<file path="src/pkg/ssr_pkg.sv">
package ssr_pkg;
  localparam int unsigned ADDR_W = 7;
  localparam int unsigned DATA_W = 16;
  localparam logic [6:0]  ADDR_RESET_CMD   = 7'h1d;
  localparam logic [6:0]  ADDR_ALARM_FLAGS = 7'h1e;
  localparam logic [6:0]  ADDR_GEN_FLAGS   = 7'h1f;
  localparam logic [15:0] RESET_VALUE      = 16'h0000;
  localparam logic [3:0]  RESET_CODE       = 4'hc;
  localparam int unsigned RESET_CODE_LSB   = 0;
  localparam int unsigned NUM_CHAN         = 4;
  localparam int unsigned NUM_SRC          = 6;
  localparam int unsigned ALM_OUT_LSB      = 12;
  localparam int unsigned ALM_NEG_SUPPLY   = 10;
  localparam int unsigned ALM_R2_UNDER     = 8;
  localparam int unsigned ALM_R1_UNDER     = 6;
  localparam int unsigned ALM_LT_UNDER     = 4;
  localparam int unsigned GEN_ANY_NEW      = 15;
  localparam int unsigned GEN_READY        = 14;
  localparam int unsigned GEN_SRC_LSB      = 8;
  localparam int unsigned GEN_DOZE_LSB     = 2;
  localparam int unsigned GEN_AMP_EN       = 1;
  localparam int unsigned GEN_ANY_FAULT    = 0;
  localparam int unsigned SETTLE_CYCLES    = 4;
  localparam int unsigned RESET_PULSE_CYC  = 2;
  typedef enum logic [1:0] {
    SSR_RDY_IDLE   = 2'b00,
    SSR_RDY_READY  = 2'b01,
    SSR_RDY_BUSY   = 2'b11,
    SSR_RDY_SETTLE = 2'b10
  } ssr_ready_e;
endpackage

</file>
<file path="src/ssr_ready_fsm.sv">
module ssr_ready_fsm
  import ssr_pkg::*;
(
  input  wire logic i_clock,
  input  wire logic i_rst_n,
  input  wire logic i_clear,
  input  wire logic i_powered,
  input  wire logic i_trigger,
  input  wire logic i_running,
  input  wire logic i_stop_write,
  output logic      o_ready
);
  ssr_ready_e state_q;
  logic [2:0] settle_q;

  always_ff @(posedge i_clock or negedge i_rst_n) begin
    if (!i_rst_n) begin
      state_q  <= SSR_RDY_IDLE;
      settle_q <= 3'h0;
    end else if (i_clear) begin
      state_q  <= SSR_RDY_IDLE;
      settle_q <= 3'h0;
    end else begin
      case (state_q)
        SSR_RDY_IDLE: begin
          if (i_powered) begin
            state_q <= SSR_RDY_READY;
          end
        end
        SSR_RDY_READY: begin
          if (i_stop_write) begin
            state_q  <= SSR_RDY_SETTLE;
            settle_q <= 3'(SETTLE_CYCLES);
          end else if (i_trigger) begin
            state_q <= SSR_RDY_BUSY;
          end
        end
        SSR_RDY_BUSY: begin
          if (i_stop_write) begin
            state_q  <= SSR_RDY_SETTLE;
            settle_q <= 3'(SETTLE_CYCLES);
          end else if (!i_running) begin
            state_q <= SSR_RDY_READY;
          end
        end
        default: begin
          if (i_stop_write) begin
            settle_q <= 3'(SETTLE_CYCLES);
          end else if (settle_q == 3'h0) begin
            state_q <= SSR_RDY_IDLE;
          end else begin
            settle_q <= settle_q - 3'h1;
          end
        end
      endcase
    end
  end

  assign o_ready = (state_q == SSR_RDY_READY);

  chk_trigger_drops: assert property (@(posedge i_clock) disable iff (!i_rst_n)
    (o_ready && i_trigger && !i_stop_write && !i_clear) |=> !o_ready)
    else $error("ready stayed high after trigger");
  chk_settle_hold: assert property (@(posedge i_clock) disable iff (!i_rst_n)
    i_stop_write |=> !o_ready [*5])
    else $error("ready returned before settling");
endmodule

</file>
<file path="src/ssr_reset_cmd.sv">
module ssr_reset_cmd
  import ssr_pkg::*;
(
  input  wire logic        i_clock,
  input  wire logic        i_rst_n,
  input  wire logic        i_wr_en,
  input  wire logic [15:0] i_wr_data,
  output logic             o_soft_reset
);
  logic [1:0] cnt_q;
  logic       pend_q;

  // Only the exact code fires; other codes leave state alone
  always_ff @(posedge i_clock or negedge i_rst_n) begin
    if (!i_rst_n) begin
      pend_q <= 1'b0;
      cnt_q  <= 2'h0;
    end else if (i_wr_en && i_wr_data[RESET_CODE_LSB +: 4] == RESET_CODE) begin
      pend_q <= 1'b1;
      cnt_q  <= 2'(RESET_PULSE_CYC - 1);
    end else if (pend_q) begin
      if (cnt_q == 2'h0) begin
        pend_q <= 1'b0;
      end else begin
        cnt_q <= cnt_q - 2'h1;
      end
    end
  end

  assign o_soft_reset = pend_q;

  chk_code_fires: assert property (@(posedge i_clock) disable iff (!i_rst_n)
    (i_wr_en && i_wr_data[3:0] == 4'hc) |=> o_soft_reset [*2] ##1 !o_soft_reset)
    else $error("reset code did not pulse two cycles");
  chk_other_codes: assert property (@(posedge i_clock) disable iff (!i_rst_n)
    (!o_soft_reset && !(i_wr_en && i_wr_data[3:0] == 4'hc)) |=> !o_soft_reset)
    else $error("soft reset without code");
endmodule

</file>
<file path="src/ssr_status_regs.sv">
module ssr_status_regs
  import ssr_pkg::*;
#(
  parameter int unsigned NCHAN = NUM_CHAN,
  parameter int unsigned NSRC  = NUM_SRC
) (
  input  wire logic                         i_clock,
  input  wire logic                         i_rst_n,
  input  wire logic                         i_wr_en,
  input  wire logic                         i_rd_en,
  input  wire logic [ssr_pkg::ADDR_W-1:0]   i_addr,
  input  wire logic [ssr_pkg::DATA_W-1:0]   i_wr_data,
  output logic      [ssr_pkg::DATA_W-1:0]   o_rd_data,
  output logic                              o_soft_reset,
  input  wire logic [NCHAN-1:0]             i_out_value_high,
  input  wire logic                         i_neg_supply_bad,
  input  wire logic                         i_remote1_enable,
  input  wire logic                         i_remote2_enable,
  input  wire logic                         i_onchip_enable,
  input  wire logic                         i_remote1_over,
  input  wire logic                         i_remote1_under,
  input  wire logic                         i_remote2_over,
  input  wire logic                         i_remote2_under,
  input  wire logic                         i_onchip_over,
  input  wire logic                         i_onchip_under,
  input  wire logic [NCHAN-1:0]             i_chan_out_of_range,
  input  wire logic                         i_conv_powered,
  input  wire logic                         i_conv_trigger,
  input  wire logic                         i_conv_running,
  input  wire logic                         i_conv_stop_write,
  input  wire logic [NSRC-1:0]              i_src_result_done,
  input  wire logic [NSRC-1:0]              i_src_result_read,
  input  wire logic                         i_doze_pin1_level,
  input  wire logic                         i_doze_pin2_level,
  input  wire logic                         i_amp_enable_pin_level
);
  import ssr_pkg::*;

  logic [DATA_W-1:0] alarm_flags_q;
  logic [DATA_W-1:0] alarm_flags_d;
  logic [NSRC-1:0]   src_new_q;
  logic [3:0]        pins_q;
  logic [DATA_W-1:0] general_flags;
  logic              conv_ready;
  logic              wr_reset_cmd;
  logic              rd_data_sel_alarm;

  assign wr_reset_cmd = i_wr_en && (i_addr == ADDR_RESET_CMD);

  ssr_reset_cmd u_reset_cmd (
    .i_clock      (i_clock),
    .i_rst_n      (i_rst_n),
    .i_wr_en      (wr_reset_cmd),
    .i_wr_data    (i_wr_data),
    .o_soft_reset (o_soft_reset)
  );

  ssr_ready_fsm u_ready (
    .i_clock      (i_clock),
    .i_rst_n      (i_rst_n),
    .i_clear      (o_soft_reset),
    .i_powered    (i_conv_powered),
    .i_trigger    (i_conv_trigger),
    .i_running    (i_conv_running),
    .i_stop_write (i_conv_stop_write),
    .o_ready      (conv_ready)
  );

  // Alarm flags follow live conditions, registered once for clean reads
  always_comb begin
    alarm_flags_d = RESET_VALUE;
    alarm_flags_d[ALM_OUT_LSB +: NCHAN] = i_out_value_high;
    alarm_flags_d[ALM_NEG_SUPPLY] = i_neg_supply_bad;
    alarm_flags_d[ALM_R2_UNDER + 1] = i_remote2_enable && i_remote2_over;
    alarm_flags_d[ALM_R2_UNDER]     = i_remote2_enable && i_remote2_under;
    alarm_flags_d[ALM_R1_UNDER + 1] = i_remote1_enable && i_remote1_over;
    alarm_flags_d[ALM_R1_UNDER]     = i_remote1_enable && i_remote1_under;
    alarm_flags_d[ALM_LT_UNDER + 1] = i_onchip_enable && i_onchip_over;
    alarm_flags_d[ALM_LT_UNDER]     = i_onchip_enable && i_onchip_under;
    alarm_flags_d[0 +: NCHAN] = i_chan_out_of_range;
  end

  always_ff @(posedge i_clock or negedge i_rst_n) begin
    if (!i_rst_n) begin
      alarm_flags_q <= RESET_VALUE;
    end else if (o_soft_reset) begin
      alarm_flags_q <= RESET_VALUE;
    end else begin
      alarm_flags_q <= alarm_flags_d;
    end
  end

  // New-result flags: set wins over a same-cycle read clear
  genvar g;
  generate
    for (g = 0; g < NSRC; g++) begin : g_src
      always_ff @(posedge i_clock or negedge i_rst_n) begin
        if (!i_rst_n) begin
          src_new_q[g] <= 1'b0;
        end else if (o_soft_reset) begin
          src_new_q[g] <= 1'b0;
        end else if (i_src_result_done[g]) begin
          src_new_q[g] <= 1'b1;
        end else if (i_src_result_read[g]) begin
          src_new_q[g] <= 1'b0;
        end
      end
    end
  endgenerate

  always_ff @(posedge i_clock or negedge i_rst_n) begin
    if (!i_rst_n) begin
      pins_q <= 4'h0;
    end else begin
      pins_q <= {i_doze_pin2_level, i_doze_pin1_level, i_amp_enable_pin_level,
                 |alarm_flags_q};
    end
  end

  always_comb begin
    general_flags = RESET_VALUE;
    general_flags[GEN_ANY_NEW]  = |src_new_q;
    general_flags[GEN_READY]    = conv_ready;
    general_flags[GEN_SRC_LSB +: NSRC] = src_new_q;
    general_flags[GEN_DOZE_LSB +: 2]   = pins_q[3:2];
    general_flags[GEN_AMP_EN]    = pins_q[1];
    general_flags[GEN_ANY_FAULT] = pins_q[0];
  end

  assign rd_data_sel_alarm = i_addr == ADDR_ALARM_FLAGS;

  // Writes to the status addresses are dropped; reset register reads zero
  always_ff @(posedge i_clock or negedge i_rst_n) begin
    if (!i_rst_n) begin
      o_rd_data <= RESET_VALUE;
    end else if (i_rd_en) begin
      if (rd_data_sel_alarm) begin
        o_rd_data <= alarm_flags_q;
      end else if (i_addr == ADDR_GEN_FLAGS) begin
        o_rd_data <= general_flags;
      end else begin
        o_rd_data <= RESET_VALUE;
      end
    end
  end

  chk_remote_gate: assert property (@(posedge i_clock) disable iff (!i_rst_n)
    (!i_remote2_enable && !i_remote1_enable) |=> (alarm_flags_q[9:6] == 4'h0))
    else $error("remote alarm set while sensor disabled");
  chk_onchip_gate: assert property (@(posedge i_clock) disable iff (!i_rst_n)
    !i_onchip_enable |=> (alarm_flags_q[5:4] == 2'h0))
    else $error("onchip alarm set while sensor disabled");
  chk_out_limit: assert property (@(posedge i_clock) disable iff (!i_rst_n)
    (i_out_value_high[3] && !o_soft_reset) |=> alarm_flags_q[15])
    else $error("output four over limit not flagged");
  chk_out12_limit: assert property (@(posedge i_clock) disable iff (!i_rst_n)
    (i_out_value_high[0] && !o_soft_reset) |=> alarm_flags_q[12])
    else $error("output one over limit not flagged");
  chk_neg_supply: assert property (@(posedge i_clock) disable iff (!i_rst_n)
    (i_neg_supply_bad && !o_soft_reset) |=> (alarm_flags_q[10] && !alarm_flags_q[11]))
    else $error("negative supply fault wrong");
  chk_remote1_over: assert property (@(posedge i_clock) disable iff (!i_rst_n)
    (i_remote1_enable && i_remote1_over && !o_soft_reset) |=> alarm_flags_q[7])
    else $error("remote one over not flagged");
  chk_remote2_under: assert property (@(posedge i_clock) disable iff (!i_rst_n)
    (i_remote2_enable && i_remote2_under && !o_soft_reset) |=> alarm_flags_q[8])
    else $error("remote two under not flagged");
  chk_onchip_over: assert property (@(posedge i_clock) disable iff (!i_rst_n)
    (i_onchip_enable && i_onchip_over && !o_soft_reset) |=> alarm_flags_q[5])
    else $error("onchip over not flagged");
  chk_chan_fault: assert property (@(posedge i_clock) disable iff (!i_rst_n)
    !o_soft_reset |=> (alarm_flags_q[3:0] == $past(i_chan_out_of_range)))
    else $error("channel fault bits mismatch");
  chk_new_set: assert property (@(posedge i_clock) disable iff (!i_rst_n)
    (i_src_result_done[0] && !o_soft_reset) |=> (src_new_q[0] ##1 1'b1))
    else $error("new result flag not set");
  chk_gen_layout: assert property (@(posedge i_clock) disable iff (!i_rst_n)
    (i_rd_en && i_addr == ADDR_GEN_FLAGS) |=> (o_rd_data[7:4] == 4'h0
      && o_rd_data[15] == |o_rd_data[13:8]))
    else $error("general flags layout wrong");
  chk_soft_clears: assert property (@(posedge i_clock) disable iff (!i_rst_n)
    o_soft_reset |=> (alarm_flags_q == 16'h0000 && src_new_q == '0))
    else $error("soft reset left state");
endmodule

</file>
<file path="config.mk">
export PLATFORM = sky130hd
export DESIGN_NAME = ssr_status_regs
export DESIGN_NICKNAME = d
export VERILOG_FILES = /design/src/pkg/ssr_pkg.sv /design/src/ssr_ready_fsm.sv /design/src/ssr_reset_cmd.sv /design/src/ssr_status_regs.sv
export SDC_FILE = /design/constraint.sdc
export NUM_CORES = 1
export LEC_CHECK = 0
export ABC_AREA = 0
export ABC_CLOCK_PERIOD_IN_PS = 4840
export BUFFER_PORTS_ARGS = -buffer_cell sky130_fd_sc_hd__buf_2
export CAP_MARGIN = 20
export CORE_UTILIZATION = 50
export DETAILED_ROUTE_END_ITERATION = 7
export PLACE_DENSITY_LB_ADDON = 0.05
export SLEW_MARGIN = 10
export SYNTH_ARGS = -nofsm -noshare
export SYNTH_HDL_FRONTEND = slang
export SYNTH_SLANG_ARGS = --single-unit
export TNS_END_PERCENT = 10
</file>
<file path="constraint.sdc">
create_clock -name i_clock -period 4.84 [get_ports i_clock]
set_input_delay 0.484 -clock i_clock [delete_from_list [all_inputs] [get_ports i_clock]]
set_output_delay 0.484 -clock i_clock [all_outputs]
set_load 0.03 [all_outputs]
</file>
==> flow_summary.ini, run 1 <==
[critical_path]
crit_path_start_kind = register
r2r_end = u_ready.state_q[1]$_DFFE_PN0P_
r2r_setup_slack_ps = 3030
path_cells = buf_2
endpoint = o_soft_reset
timing.rr.start = u_ready.state_q[0]$_DFFE_PN0P_
worst-path-stages = 1
worst-path-max-fanout = 23
critPathKind = reg2out
crit_path_end_kind = output pin
critical-path-max-stage-delay_ps = 810
critPathArrivalTime_ps = 1420
worstSetupStartpoint = u_reset_cmd.o_soft_reset$_DFF_PN0_
critical_path_buf_inv_count = 1
timing.critical_path.max_delay_family = flip-flops
required_time_worst_endpoint_ps = 4360
worst_path_max_delay_cell = sky130_fd_sc_hd__dfrtp_1
rr_worst_depth = 5

[finish]
drive_gt1_frac = 0.330
utilization = 0.655
finalNonFillerCells = 332
postLayoutCellArea_um2 = 2720
area_growth_pct = 21.9
design.final.nets = 354
antenna-diode-count = 0

[timing]
timing_max_transition_violations_final = 0
setup_ws_ps = 2930
timing.final.crit_period_ps = 1910
setup_viol = 0
slew_limit_headroom = 0.529
fin_setup_tns_ps = 0
rsz0062_at_grt = no
tightestPinTransition_ps = 706
timing.final.hold_violations = 0
fmax_mhz = 525
clock-skew-final_ps = 3.87
timing.final.crit_share = 0.394

[route]
dr.pass1.iters = 4
vias = 1687
via_per_inst = 5.08
route.detailed.drc = 0
drtAntennaViolNets = 0
detail_route.iter0.violations = 86
routed_wire_length_per_instance_um = 12.6
routed_wirelength_um = 4200

[power]
vdd.ir_drop.worst_uv = 197
power_density_nw_per_um2 = 351
total_leakage_power_nw = 1.37
cell_internal_pwr_mw = 0.670
sw_frac_of_total = 0.296
clockPowerShare = 0.250
sequentialPowerShare = 0.490
netSwitchingPower_mw = 0.282
combPwrFrac = 0.260

[yosys]
yosysUniqueCellTypes = 36
synth_top_flop_cell = sky130_fd_sc_hd__dfrtp_1
yosys_top_cell_area_share = 0.551
seq_area_frac_synth = 0.551
synth_fp_nets = 286
synth-async-reset-ratio = 1.00
synth_warnings = 0
synthDominantAreaCellType = sky130_fd_sc_hd__dfrtp_1
syn_std_cell_area_um2 = 2230
most_area_consuming_cells_after_synthesis = sky130_fd_sc_hd__dfrtp_1 55%, sky130_fd_sc_hd__mux2_2 5.6%, sky130_fd_sc_hd__inv_1 5.2%
ys_ff_latch = 49
synth_edf_count = 0
post_synthesis_area_per_instance_um2 = 10.5
syn-instance-count = 213

[floorplan]
fp-row-count = 23
floorplan.die.height_um = 68.7
dieArea_um2 = 4730
ios = 81
effective_utilization_at_floorplan = 0.537
die_width_um = 68.7
placeableCoreArea_um2 = 4140

[global_route]
gr-usage-all-layers = 0.199
global_route_wire_length_before_repair_um = 6770
antenna_violations_before_repair = 0
first_global_vias = 1496
grt_overflow = 0
grt_start_max_net_pins = 50

[min_path]
hold_class = in2async

[clock_tree]
clk_pin_slew_ps = 90
clock_tree_from_tritoncts = built
htree_num_levels = 2
worst_skew_pair.late_latency_ps = 300
cts_made_buffers = 5
post-cts-setup-buffers = 0
cts_buffer_depth = 2
ctsHoldBuffers = 0
clock_sink_count = 49
cts_resized = 0
clock-root-buffer = sky130_fd_sc_hd__clkbuf_8

[placement]
buffer_ports.inserted = 68
placement.setup.worst_slack_ps = 2810
final_gp_congestion = 0.764
dpl.hpwl_um = 3110
placement.cell_area_um2 = 2600
placed_cells = 323

[run]
maxCapViolations = 0

[run_status]
outcome = finished clean
## power by group through the flow
stage	Sequential, mW	Combinational [mW]	Clock, mW
after floorplan	0.470	0.184	0
after global placement	0.475	0.244	0
after detailed placement	0.475	0.244	0
after CTS	0.467	0.246	0.246
after global routing	0.472	0.286	0.265
final	0.467	0.248	0.238
## logic make-up after synthesis
logic type | synth area share
and+or+nand+nor | 0.158
DFF | 0.551
buffers and inverters | 0.0669
AOI/OAI and AO/OA | 0.108
muxes | 0.0624
adders and majority gates | 0.0506
xor gates and xnor gates | 0.00393
## cell usage after synthesis (2+ instances only)
cell type	n
sky130_fd_sc_hd__nor4_1	4
sky130_fd_sc_hd__a21oi_1	10
sky130_fd_sc_hd__nand4_1	3
sky130_fd_sc_hd__buf_1	3
sky130_fd_sc_hd__buf_2	2
sky130_fd_sc_hd__or4_1	2
sky130_fd_sc_hd__a32o_1	2
sky130_fd_sc_hd__clkbuf_1	3
sky130_fd_sc_hd__ha_1	9
sky130_fd_sc_hd__o22ai_1	15
sky130_fd_sc_hd__nor2_1	12
sky130_fd_sc_hd__o21ai_0	3
sky130_fd_sc_hd__inv_1	31
sky130_fd_sc_hd__dfrtp_1	49
sky130_fd_sc_hd__nor3_1	3
sky130_fd_sc_hd__and3_1	6
sky130_fd_sc_hd__nand2_1	17
sky130_fd_sc_hd__nor2b_1	11
sky130_fd_sc_hd__mux2_2	11
## stage by stage
| stage | power [mW] | hold slack [ps] |
|---|---|---|
| finish | 0.952 | 172 |
| global route | 1.02 | 192 |
| CTS | 0.959 | 278 |
| detailed placement | 0.719 | 486 |
| global placement | 0.718 | 469 |
| floorplan | 0.654 | 188 |
## how the worst min path moves through the flow
stage / startpoint / to / slack [ps] / depth (start not counted)
after floorplan: i_rst_n / alarm_flags_q[0]$_DFF_PN0_ / 190 / 0
after global placement: alarm_flags_q[14]$_DFF_PN0_ / pins_q[0]$_DFF_PN0_ / 470 / 2
after detailed placement: alarm_flags_q[13]$_DFF_PN0_ / pins_q[0]$_DFF_PN0_ / 490 / 2
after CTS: i_doze_pin2_level / pins_q[3]$_DFF_PN0_ / 280 / 1
after global routing: i_rst_n / o_rd_data[5]$_DFFE_PN0P_ / 190 / 1
final: i_rst_n / alarm_flags_q[3]$_DFF_PN0_ / 170 / 1
## flip-flops by register name, indices dropped and copies added, names as in the netlist
| register | flops |
|---|---|
| u_ready.settle_q | 3 |
| alarm_flags_q | 15 |
| u_reset_cmd.o_soft_reset | 1 |
| u_reset_cmd.cnt_q | 2 |
| general_flags | 6 |
| pins_q | 4 |
| o_rd_data | 16 |
| u_ready.state_q | 2 |
## routing by layer
| layer | track usage | wire, µm | share of wire | vias up |
|---|---|---|---|---|
| met2 | 0.319 | 1970 | 0.47 | 41 |
| met4 | 0.0765 | 57 | 0.014 | 0 |
| met5 | 0 | 0 | 0 | - |
| met1 | 0.269 | 2030 | 0.48 | 787 |
| met3 | 0.0345 | 142 | 0.034 | 7 |
| li1 | - | - | - | 852 |
## final cells by class
class / instances / area, µm²
timing repair buffer: 69 / 368
sequential: 49 / 1230
clock inverter: 3 / 21.3
tap: 50 / 62.6
multi-input combinational: 125 / 852
inverter: 31 / 116
fill: 359 / 1430
clock buffer: 5 / 68.8
## placed cells by master (no fill, tap or decap), drive strengths merged, types with 2 or more instances in the layout
cell type,Yosys,routed
nand4,3,3
a21oi,10,10
nor2,13,13
o22ai,15,15
clkbuf,3,5
nor4,4,4
nand2,17,17
mux2,12,12
o21ai,3,3
buf,5,69
or4,2,2
nor2b,11,11
dfrtp,49,49
ha,9,9
nand2b,2,2
nor3,3,3
inv,31,32
and3,6,6
a32o,2,2
(Power assumes the default switching activity.)
==> run 2, diff against run 1 <==
--- a/config.mk
+++ b/config.mk
@@ -5,11 +5,11 @@
 export SDC_FILE = /design/constraint.sdc
 export NUM_CORES = 1
 export LEC_CHECK = 0
-export ABC_AREA = 0
-export ABC_CLOCK_PERIOD_IN_PS = 4840
+export ABC_AREA = 1
+export ABC_CLOCK_PERIOD_IN_PS = 1600
 export BUFFER_PORTS_ARGS = -buffer_cell sky130_fd_sc_hd__buf_2
 export CAP_MARGIN = 20
-export CORE_UTILIZATION = 50
+export CORE_UTILIZATION = 45
 export DETAILED_ROUTE_END_ITERATION = 7
 export PLACE_DENSITY_LB_ADDON = 0.05
 export SLEW_MARGIN = 10
==> constraint.sdc (replaced) <==
create_clock -name i_clock -period 1.6 [get_ports i_clock]
set_input_delay 0.16 -clock i_clock [delete_from_list [all_inputs] [get_ports i_clock]]
set_output_delay 0.16 -clock i_clock [all_outputs]
set_load 0.03 [all_outputs]
==> run 2 against run 1 <==
- register-to-register slack lost 2900 ps
- sequential share of layout area shrank 3.4 points
- largest cell class unchanged
- critical path depth grew 7
- first-iteration DRC count shrank 10%
- setup slack lost 2800 ps
==> flow_summary.ini, run 2 <==
[run_status]
outcome = finished clean

[timing]
tightestPinTransition_ps = 480
slew_limit_headroom = 0.678
fin_setup_tns_ps = 0
clock-skew-final_ps = 6.12
hold-worst-slack_ps = 52.6
setup_viol = 0
timing.final.crit_period_ps = 1480
timing.final.hold_violations = 0
timing_max_transition_violations_final = 0
setup_ws_ps = 124
fmax_mhz = 677
timing.final.crit_share = 0.923

[yosys]
synth-async-reset-ratio = 1.00
synthDominantAreaCellType = sky130_fd_sc_hd__dfrtp_1
post_synth_xor_area_fraction = 0
synth_edf_count = 0
syn-instance-count = 294
yosys_top_cell_area_share = 0.519
synth_warnings = 0
compound_gate_portion_of_the_synthesized_area = 0.0439
synth_common_cells = 91 x sky130_fd_sc_hd__nand2_1, 49 x sky130_fd_sc_hd__dfrtp_1, 38 x sky130_fd_sc_hd__nor2_1
synth_top_flop_cell = sky130_fd_sc_hd__dfrtp_1
muxShareOfSynthArea = 0
yosysUniqueCellTypes = 26
seq_area_frac_synth = 0.519
main_combinational_cell_family_by_area_after_synthesis = simple AND/OR/NAND/NOR gates
syn_std_cell_area_um2 = 2360
synth_simple_gate_area_frac = 0.308
post_synth_fa_ha_maj_area_fraction = 0.0476
ys_ff_latch = 49
synth_fp_nets = 367
most_area_consuming_cells_after_synthesis = sky130_fd_sc_hd__dfrtp_1 52%, sky130_fd_sc_hd__nand2_1 14%, sky130_fd_sc_hd__nand3_1 6.6%
post_synthesis_area_per_instance_um2 = 8.04
cell_with_the_most_instances_after_synthesis = sky130_fd_sc_hd__nand2_1

[critical_path]
critical-path-max-stage-delay_ps = 430
worst-path-max-fanout = 6
path_cells = inv_1 -> ha_1 -> nand2_1 -> nand2_1 -> a21oi_1 -> nand2_1 -> nand2_1 -> nand2_1
r2r_setup_slack_ps = 120
crit_path_end_kind = register
worst_path_max_delay_cell = sky130_fd_sc_hd__dfrtp_2
crit_path_start_kind = register
timing.critical_path.mode_cell = sky130_fd_sc_hd__nand2_1
timing.critical_path.max_delay_family = flip-flops
required_time_worst_endpoint_ps = 1790
critPathKind = reg2reg
critical_path_buf_inv_count = 1
critPathArrivalTime_ps = 1670

[route]
dr.pass1.iters = 4
vias = 1977
detail_route.iter0.violations = 77
via_per_inst = 4.48
routed_wire_length_per_instance_um = 10.8
routed_wirelength_um = 4770
drtAntennaViolNets = 0
route.detailed.drc = 0

[finish]
postLayoutCellArea_um2 = 2940
drive_gt1_frac = 0.245
most_common_cell_after_layout_fill_and_taps_aside = sky130_fd_sc_hd__nand2_1
registers.top_by_ff_count = o_rd_data
layout.cells.most_common_list = 91 x sky130_fd_sc_hd__nand2_1, 68 x sky130_fd_sc_hd__buf_2, 47 x sky130_fd_sc_hd__dfrtp_1
design.final.nets = 443
largest_register_ff_count = 16
area_growth_pct = 24.5
antenna-diode-count = 0

[floorplan]
floorplan.die.height_um = 74.5
dieArea_um2 = 5550
placeableCoreArea_um2 = 5070
die_width_um = 74.5
fp-row-count = 26
ios = 81
effective_utilization_at_floorplan = 0.466

[clock_tree]
cts_buffer_depth = 2
clk_pin_slew_ps = 90
post-cts-setup-buffers = 0
cts_made_buffers = 5
worst_skew_pair.late_latency_ps = 300
clock_sink_count = 49
htree_num_levels = 2
clock_tree_from_tritoncts = built
clock-root-buffer = sky130_fd_sc_hd__clkbuf_8

[global_route]
antenna_violations_before_repair = 0
grt_overflow = 0
first_global_vias = 1721
global_route_wire_length_before_repair_um = 7750
gr-usage-all-layers = 0.186
grt_start_max_net_pins = 50

[power]
vdd.ir_drop.worst_uv = 436
power_density_nw_per_um2 = 996
total_leakage_power_nw = 1.69

[placement]
placement.cell_area_um2 = 2800
buffer_ports.inserted = 68
final_gp_congestion = 0.822
dpl.hpwl_um = 3470
placement.setup.worst_slack_ps = 40.3

[run]
maxCapViolations = 0

[min_path]
hold_class = in2reg
-- run 2: cell types whose count changed after synthesis, moves of 11 or more --
cell / previous run / this run
sky130_fd_sc_hd__nor2b_1: 11 / 0
sky130_fd_sc_hd__nor2_1: 12 / 38
sky130_fd_sc_hd__nand3_1: 1 / 31
sky130_fd_sc_hd__nand2_1: 17 / 91
sky130_fd_sc_hd__o22ai_1: 15 / 0
sky130_fd_sc_hd__mux2_2: 11 / 0
-- run 2: stage by stage --
stage | util | cells | total power, mW
after floorplan | - | 294 | 1.96
after global placement | 0.552 | 429 | 2.17
after detailed placement | 0.552 | 429 | 2.20
after CTS | 0.577 | 441 | 2.93
after global routing | 0.580 | 441 | 3.16
final | 0.580 | 441 | 2.93
-- run 2: final cells by class --
class                           instances  area, µm²
Fill cell                             497       2130
Timing Repair Buffer                   79        458
Sequential cell                        49       1230
Inverter                               34        128
Clock buffer                            6       72.6
Multi-Input combinational cell        201        953
Clock inverter                          2       13.8
Tap cell                               70       87.6
-- run 2: where the power goes --
group | internal (mW) | leakage, nW | total [mW] | switching [mW]
logic | 0.328 | 1.02 | 0.791 | 0.463
registers | 1.34 | 0.615 | 1.42 | 0.0808
clock network | 0.312 | 0.0456 | 0.720 | 0.408
-- run 2: cells by family after synthesis --
group	Yosys count
simple gates	173
buf+inv	44
flops	49
compound gates	19
fa+ha+maj	9
-- run 2: worst paths after layout --
kind,to,from,cells after the start
max reg2reg,u_ready.state_q[1]$_DFFE_PN0P_,u_ready.state_q[1]$_DFFE_PN0P_,8
min in group asynchronous,u_ready.settle_q[0]$_DFFE_PN0P_,i_rst_n,3
min,alarm_flags_q[2]$_DFF_PN0_,i_chan_out_of_range[2],3
max,u_ready.state_q[1]$_DFFE_PN0P_,u_ready.state_q[1]$_DFFE_PN0P_,8
max in group asynchronous,u_ready.state_q[0]$_DFFE_PN0P_,i_rst_n,3
min reg2reg,u_ready.settle_q[2]$_DFFE_PN0P_,u_ready.settle_q[2]$_DFFE_PN0P_,2
-- run 2: timing repair --
action                     in CTS  in global routing
hold buffers                    4                  0
hold endpoints to repair       52                  0
resized for setup               0                  4
setup endpoints to repair       0                  5
-- run 2: worst reg2reg max path, stage by stage, from the launching register on --
cell and delay, ps:
sky130_fd_sc_hd__dfrtp_2 430, sky130_fd_sc_hd__inv_1 100, sky130_fd_sc_hd__ha_1 240, sky130_fd_sc_hd__nand2_1 80, sky130_fd_sc_hd__nand2_1 50, sky130_fd_sc_hd__a21oi_1 250, sky130_fd_sc_hd__nand2_1 120, sky130_fd_sc_hd__nand2_1 70
sky130_fd_sc_hd__nand2_1 50
-- run 2: per-layer routing --
metal / track usage / routed length (µm) / part of all wire
met2: 0.266 / 2070 / 0.43
met3: 0.0285 / 180 / 0.038
met1: 0.284 / 2460 / 0.52
met4: 0.0692 / 59 / 0.012
met5: 0 / 0 / 0
==> run 3, diff against run 2 <==
--- a/config.mk
+++ b/config.mk
@@ -6,10 +6,10 @@
 export NUM_CORES = 1
 export LEC_CHECK = 0
 export ABC_AREA = 1
-export ABC_CLOCK_PERIOD_IN_PS = 1600
+export ABC_CLOCK_PERIOD_IN_PS = 1900
 export BUFFER_PORTS_ARGS = -buffer_cell sky130_fd_sc_hd__buf_2
 export CAP_MARGIN = 20
-export CORE_UTILIZATION = 45
+export CORE_UTILIZATION = 50
 export DETAILED_ROUTE_END_ITERATION = 7
 export PLACE_DENSITY_LB_ADDON = 0.05
 export SLEW_MARGIN = 10
==> constraint.sdc (replaced) <==
create_clock -name i_clock -period 1.9 [get_ports i_clock]
set_input_delay 0.19 -clock i_clock [delete_from_list [all_inputs] [get_ports i_clock]]
set_output_delay 0.19 -clock i_clock [all_outputs]
set_load 0.03 [all_outputs]
==> run 3 against run 2 <==
- setup slack better by 190 ps
- flip-flop and latch count is the same
- largest power group unchanged
- the flow now finishes with violations (design-rule violations)
- die area shrank 9.7%
- highest routed layer unchanged
- design area decreased by 2.0%
- sequential share of layout area rose by 0.77 points
- register-to-register slack better by 190 ps
- global-route usage rose by 3.0 points
- routed wire length fell by 0.34%
- sequential power is 16% lower
- combinational power fell by 19%
==> flow_summary.ini, run 3 (synthesized netlist as in run 2, its figures left out) <==
[timing]
setup_viol = 0
timing_max_transition_violations_final = 0
timing.final.crit_share = 0.833
fin_setup_tns_ps = 0
timing.final.hold_violations = 0
tightestPinTransition_ps = 564
clock-skew-final_ps = 10.4
rsz0062_at_grt = no
slew_limit_headroom = 0.624
fmax_mhz = 632
timing.final.crit_period_ps = 1580

[route]
routed_wire_length_per_instance_um = 11.3
vias = 2007
detail_route.iter0.violations = 109
route.detailed.drc = 8
dr.pass1.iters = 6
routed_wirelength_um = 4750
via_per_inst = 4.77
drtAntennaViolNets = 0

[critical_path]
crit_path_end_kind = register
worst-path-max-fanout = 6
critPathArrivalTime_ps = 1790
r2r_setup_slack_ps = 320
required_time_worst_endpoint_ps = 2110
critPathKind = reg2reg
r2r_end = u_ready.settle_q[2]$_DFFE_PN0P_
timing.rr.start = u_ready.state_q[1]$_DFFE_PN0P_
crit_path_start_kind = register
rr_worst_depth = 8

[min_path]
holdCritStartpoint = i_chan_out_of_range[3]
hold_path_end = alarm_flags_q[3]$_DFF_PN0_
min_delay_path_depth = 3
hold_class = in2reg

[floorplan]
floorplan.die.height_um = 70.8
dieArea_um2 = 5010
effective_utilization_at_floorplan = 0.532
fp-row-count = 24
ios = 81
die_width_um = 70.8
placeableCoreArea_um2 = 4440

[clock_tree]
ctsHoldBuffers = 4
cts_resized = 0
clock_sink_count = 49
clk_pin_slew_ps = 100
worst_skew_pair.late_latency_ps = 310
cts_made_buffers = 5
clock_tree_from_tritoncts = built
cts_buffer_depth = 2
post-cts-setup-buffers = 0
htree_num_levels = 2
clock-root-buffer = sky130_fd_sc_hd__clkbuf_8

[power]
netSwitchingPower_mw = 0.807
sw_frac_of_total = 0.330
sequentialPowerShare = 0.487
power_density_nw_per_um2 = 849
clockPowerShare = 0.252
combPwrFrac = 0.261
vdd.ir_drop.worst_uv = 432
total_leakage_power_nw = 1.67
power_mw = 2.45
cell_internal_pwr_mw = 1.64

[finish]
most_common_cell_after_layout_fill_and_taps_aside = sky130_fd_sc_hd__nand2_1
final-seq-area_um2 = 1230
drive_gt1_frac = 0.236
final.fill_count = 393
design.final.nets = 441
area_growth_pct = 22.0
layout.cells.most_common_list = 91 x sky130_fd_sc_hd__nand2_1, 68 x sky130_fd_sc_hd__buf_2, 49 x sky130_fd_sc_hd__dfrtp_1
antenna-diode-count = 0
registers.top_by_ff_count = o_rd_data
area_of_combinational_cells_with_multiple_inputs_um2 = 943
largest_register_ff_count = 16

[run]
maxCapViolations = 0

[global_route]
global_route_wire_length_before_repair_um = 8390
grt_overflow = 0
gr-usage-all-layers = 0.217
grt_start_max_net_pins = 26
antenna_violations_before_repair = 0
first_global_vias = 1893

[placement]
buffer_ports.inserted = 68
dpl.hpwl_um = 3510
final_gp_congestion = 0.859

[run_status]
failing_checks = design-rule violations
outcome = finished, violations left
==> run 3: changes by cell type in the layout (fill, tap and decap cells not counted) <==
cell / change
sky130_fd_sc_hd__dfrtp_1: +2
sky130_fd_sc_hd__dfrtp_2: -2
sky130_fd_sc_hd__buf_4: -1
sky130_fd_sc_hd__nor2_2: -1
sky130_fd_sc_hd__a21boi_2: +1
sky130_fd_sc_hd__buf_12: -1
sky130_fd_sc_hd__clkbuf_1: -1
sky130_fd_sc_hd__nor2_1: +1
sky130_fd_sc_hd__a21boi_4: -1
sky130_fd_sc_hd__clkinvlp_4: +1
==> run 3: how the worst max path moves through the flow <==
stage / cells past startpoint / slack [ps] / startpoint / endpoint
finish: 8 / 320 / u_ready.state_q[1]$_DFFE_PN0P_ / u_ready.settle_q[2]$_DFFE_PN0P_
global route: 8 / 140 / u_ready.state_q[1]$_DFFE_PN0P_ / u_ready.settle_q[2]$_DFFE_PN0P_
CTS: 8 / 320 / u_ready.state_q[1]$_DFFE_PN0P_ / u_ready.settle_q[2]$_DFFE_PN0P_
detailed placement: 8 / 330 / u_ready.state_q[1]$_DFFE_PN0P_ / u_ready.settle_q[2]$_DFFE_PN0P_
global placement: 8 / 380 / u_ready.state_q[1]$_DFFE_PN0P_ / u_ready.settle_q[2]$_DFFE_PN0P_
floorplan: 8 / 520 / u_ready.state_q[1]$_DFFE_PN0P_ / u_ready.settle_q[2]$_DFFE_PN0P_
==> run 3: power groups by stage <==
stage	logic, mW	clock network, mW	registers (mW)
detailed placement	0.632	0	1.21
floorplan	0.455	0	1.20
CTS	0.645	0.647	1.19
global placement	0.615	0	1.21
global route	0.748	0.681	1.20
finish	0.638	0.617	1.19
==> run 3: through the flow <==
step                      utilization  hold slack (ps)  std cells  setup WS [ps]  cell area, µm²
final                           0.649             77.9        421            317            2880
after global routing            0.649             68.2        421            140            2880
after CTS                       0.649             66.8        421            315            2880
after detailed placement        0.619              217        409            325            2750
after global placement          0.619              217        409            381            2750
after floorplan                     -             -106        294            519            2360
==> run 3: critical path, cell delays in order, from the launching register on <==
cell and delay, ps:
sky130_fd_sc_hd__dfrtp_1 450, sky130_fd_sc_hd__inv_1 110, sky130_fd_sc_hd__ha_1 240, sky130_fd_sc_hd__nor2_1 180, sky130_fd_sc_hd__nand2_1 100, sky130_fd_sc_hd__a21boi_2 230, sky130_fd_sc_hd__nand2_1 80, sky130_fd_sc_hd__nand2_1 60
sky130_fd_sc_hd__nand2_1 50
==> run 3: cell type report <==
| type | count | area share |
|---|---|---|
| Clock buffer | 5 | 0.0239 |
| Inverter | 34 | 0.0443 |
| Tap cell | 52 | 0.0226 |
| Sequential cell | 49 | 0.425 |
| Clock inverter | 3 | 0.00738 |
| Multi-Input combinational cell | 201 | 0.327 |
| Timing Repair Buffer | 77 | 0.149 |
==> run 3: routing by layer <==
| metal | GRT usage | vias up | share of wire |
|---|---|---|---|
| li1 | - | 1053 | - |
| met1 | 0.278 | 884 | 0.47 |
| met2 | 0.366 | 63 | 0.47 |
| met3 | 0.0470 | 7 | 0.045 |
| met4 | 0.0733 | 0 | 0.013 |
| met5 | 0 | - | 0 |
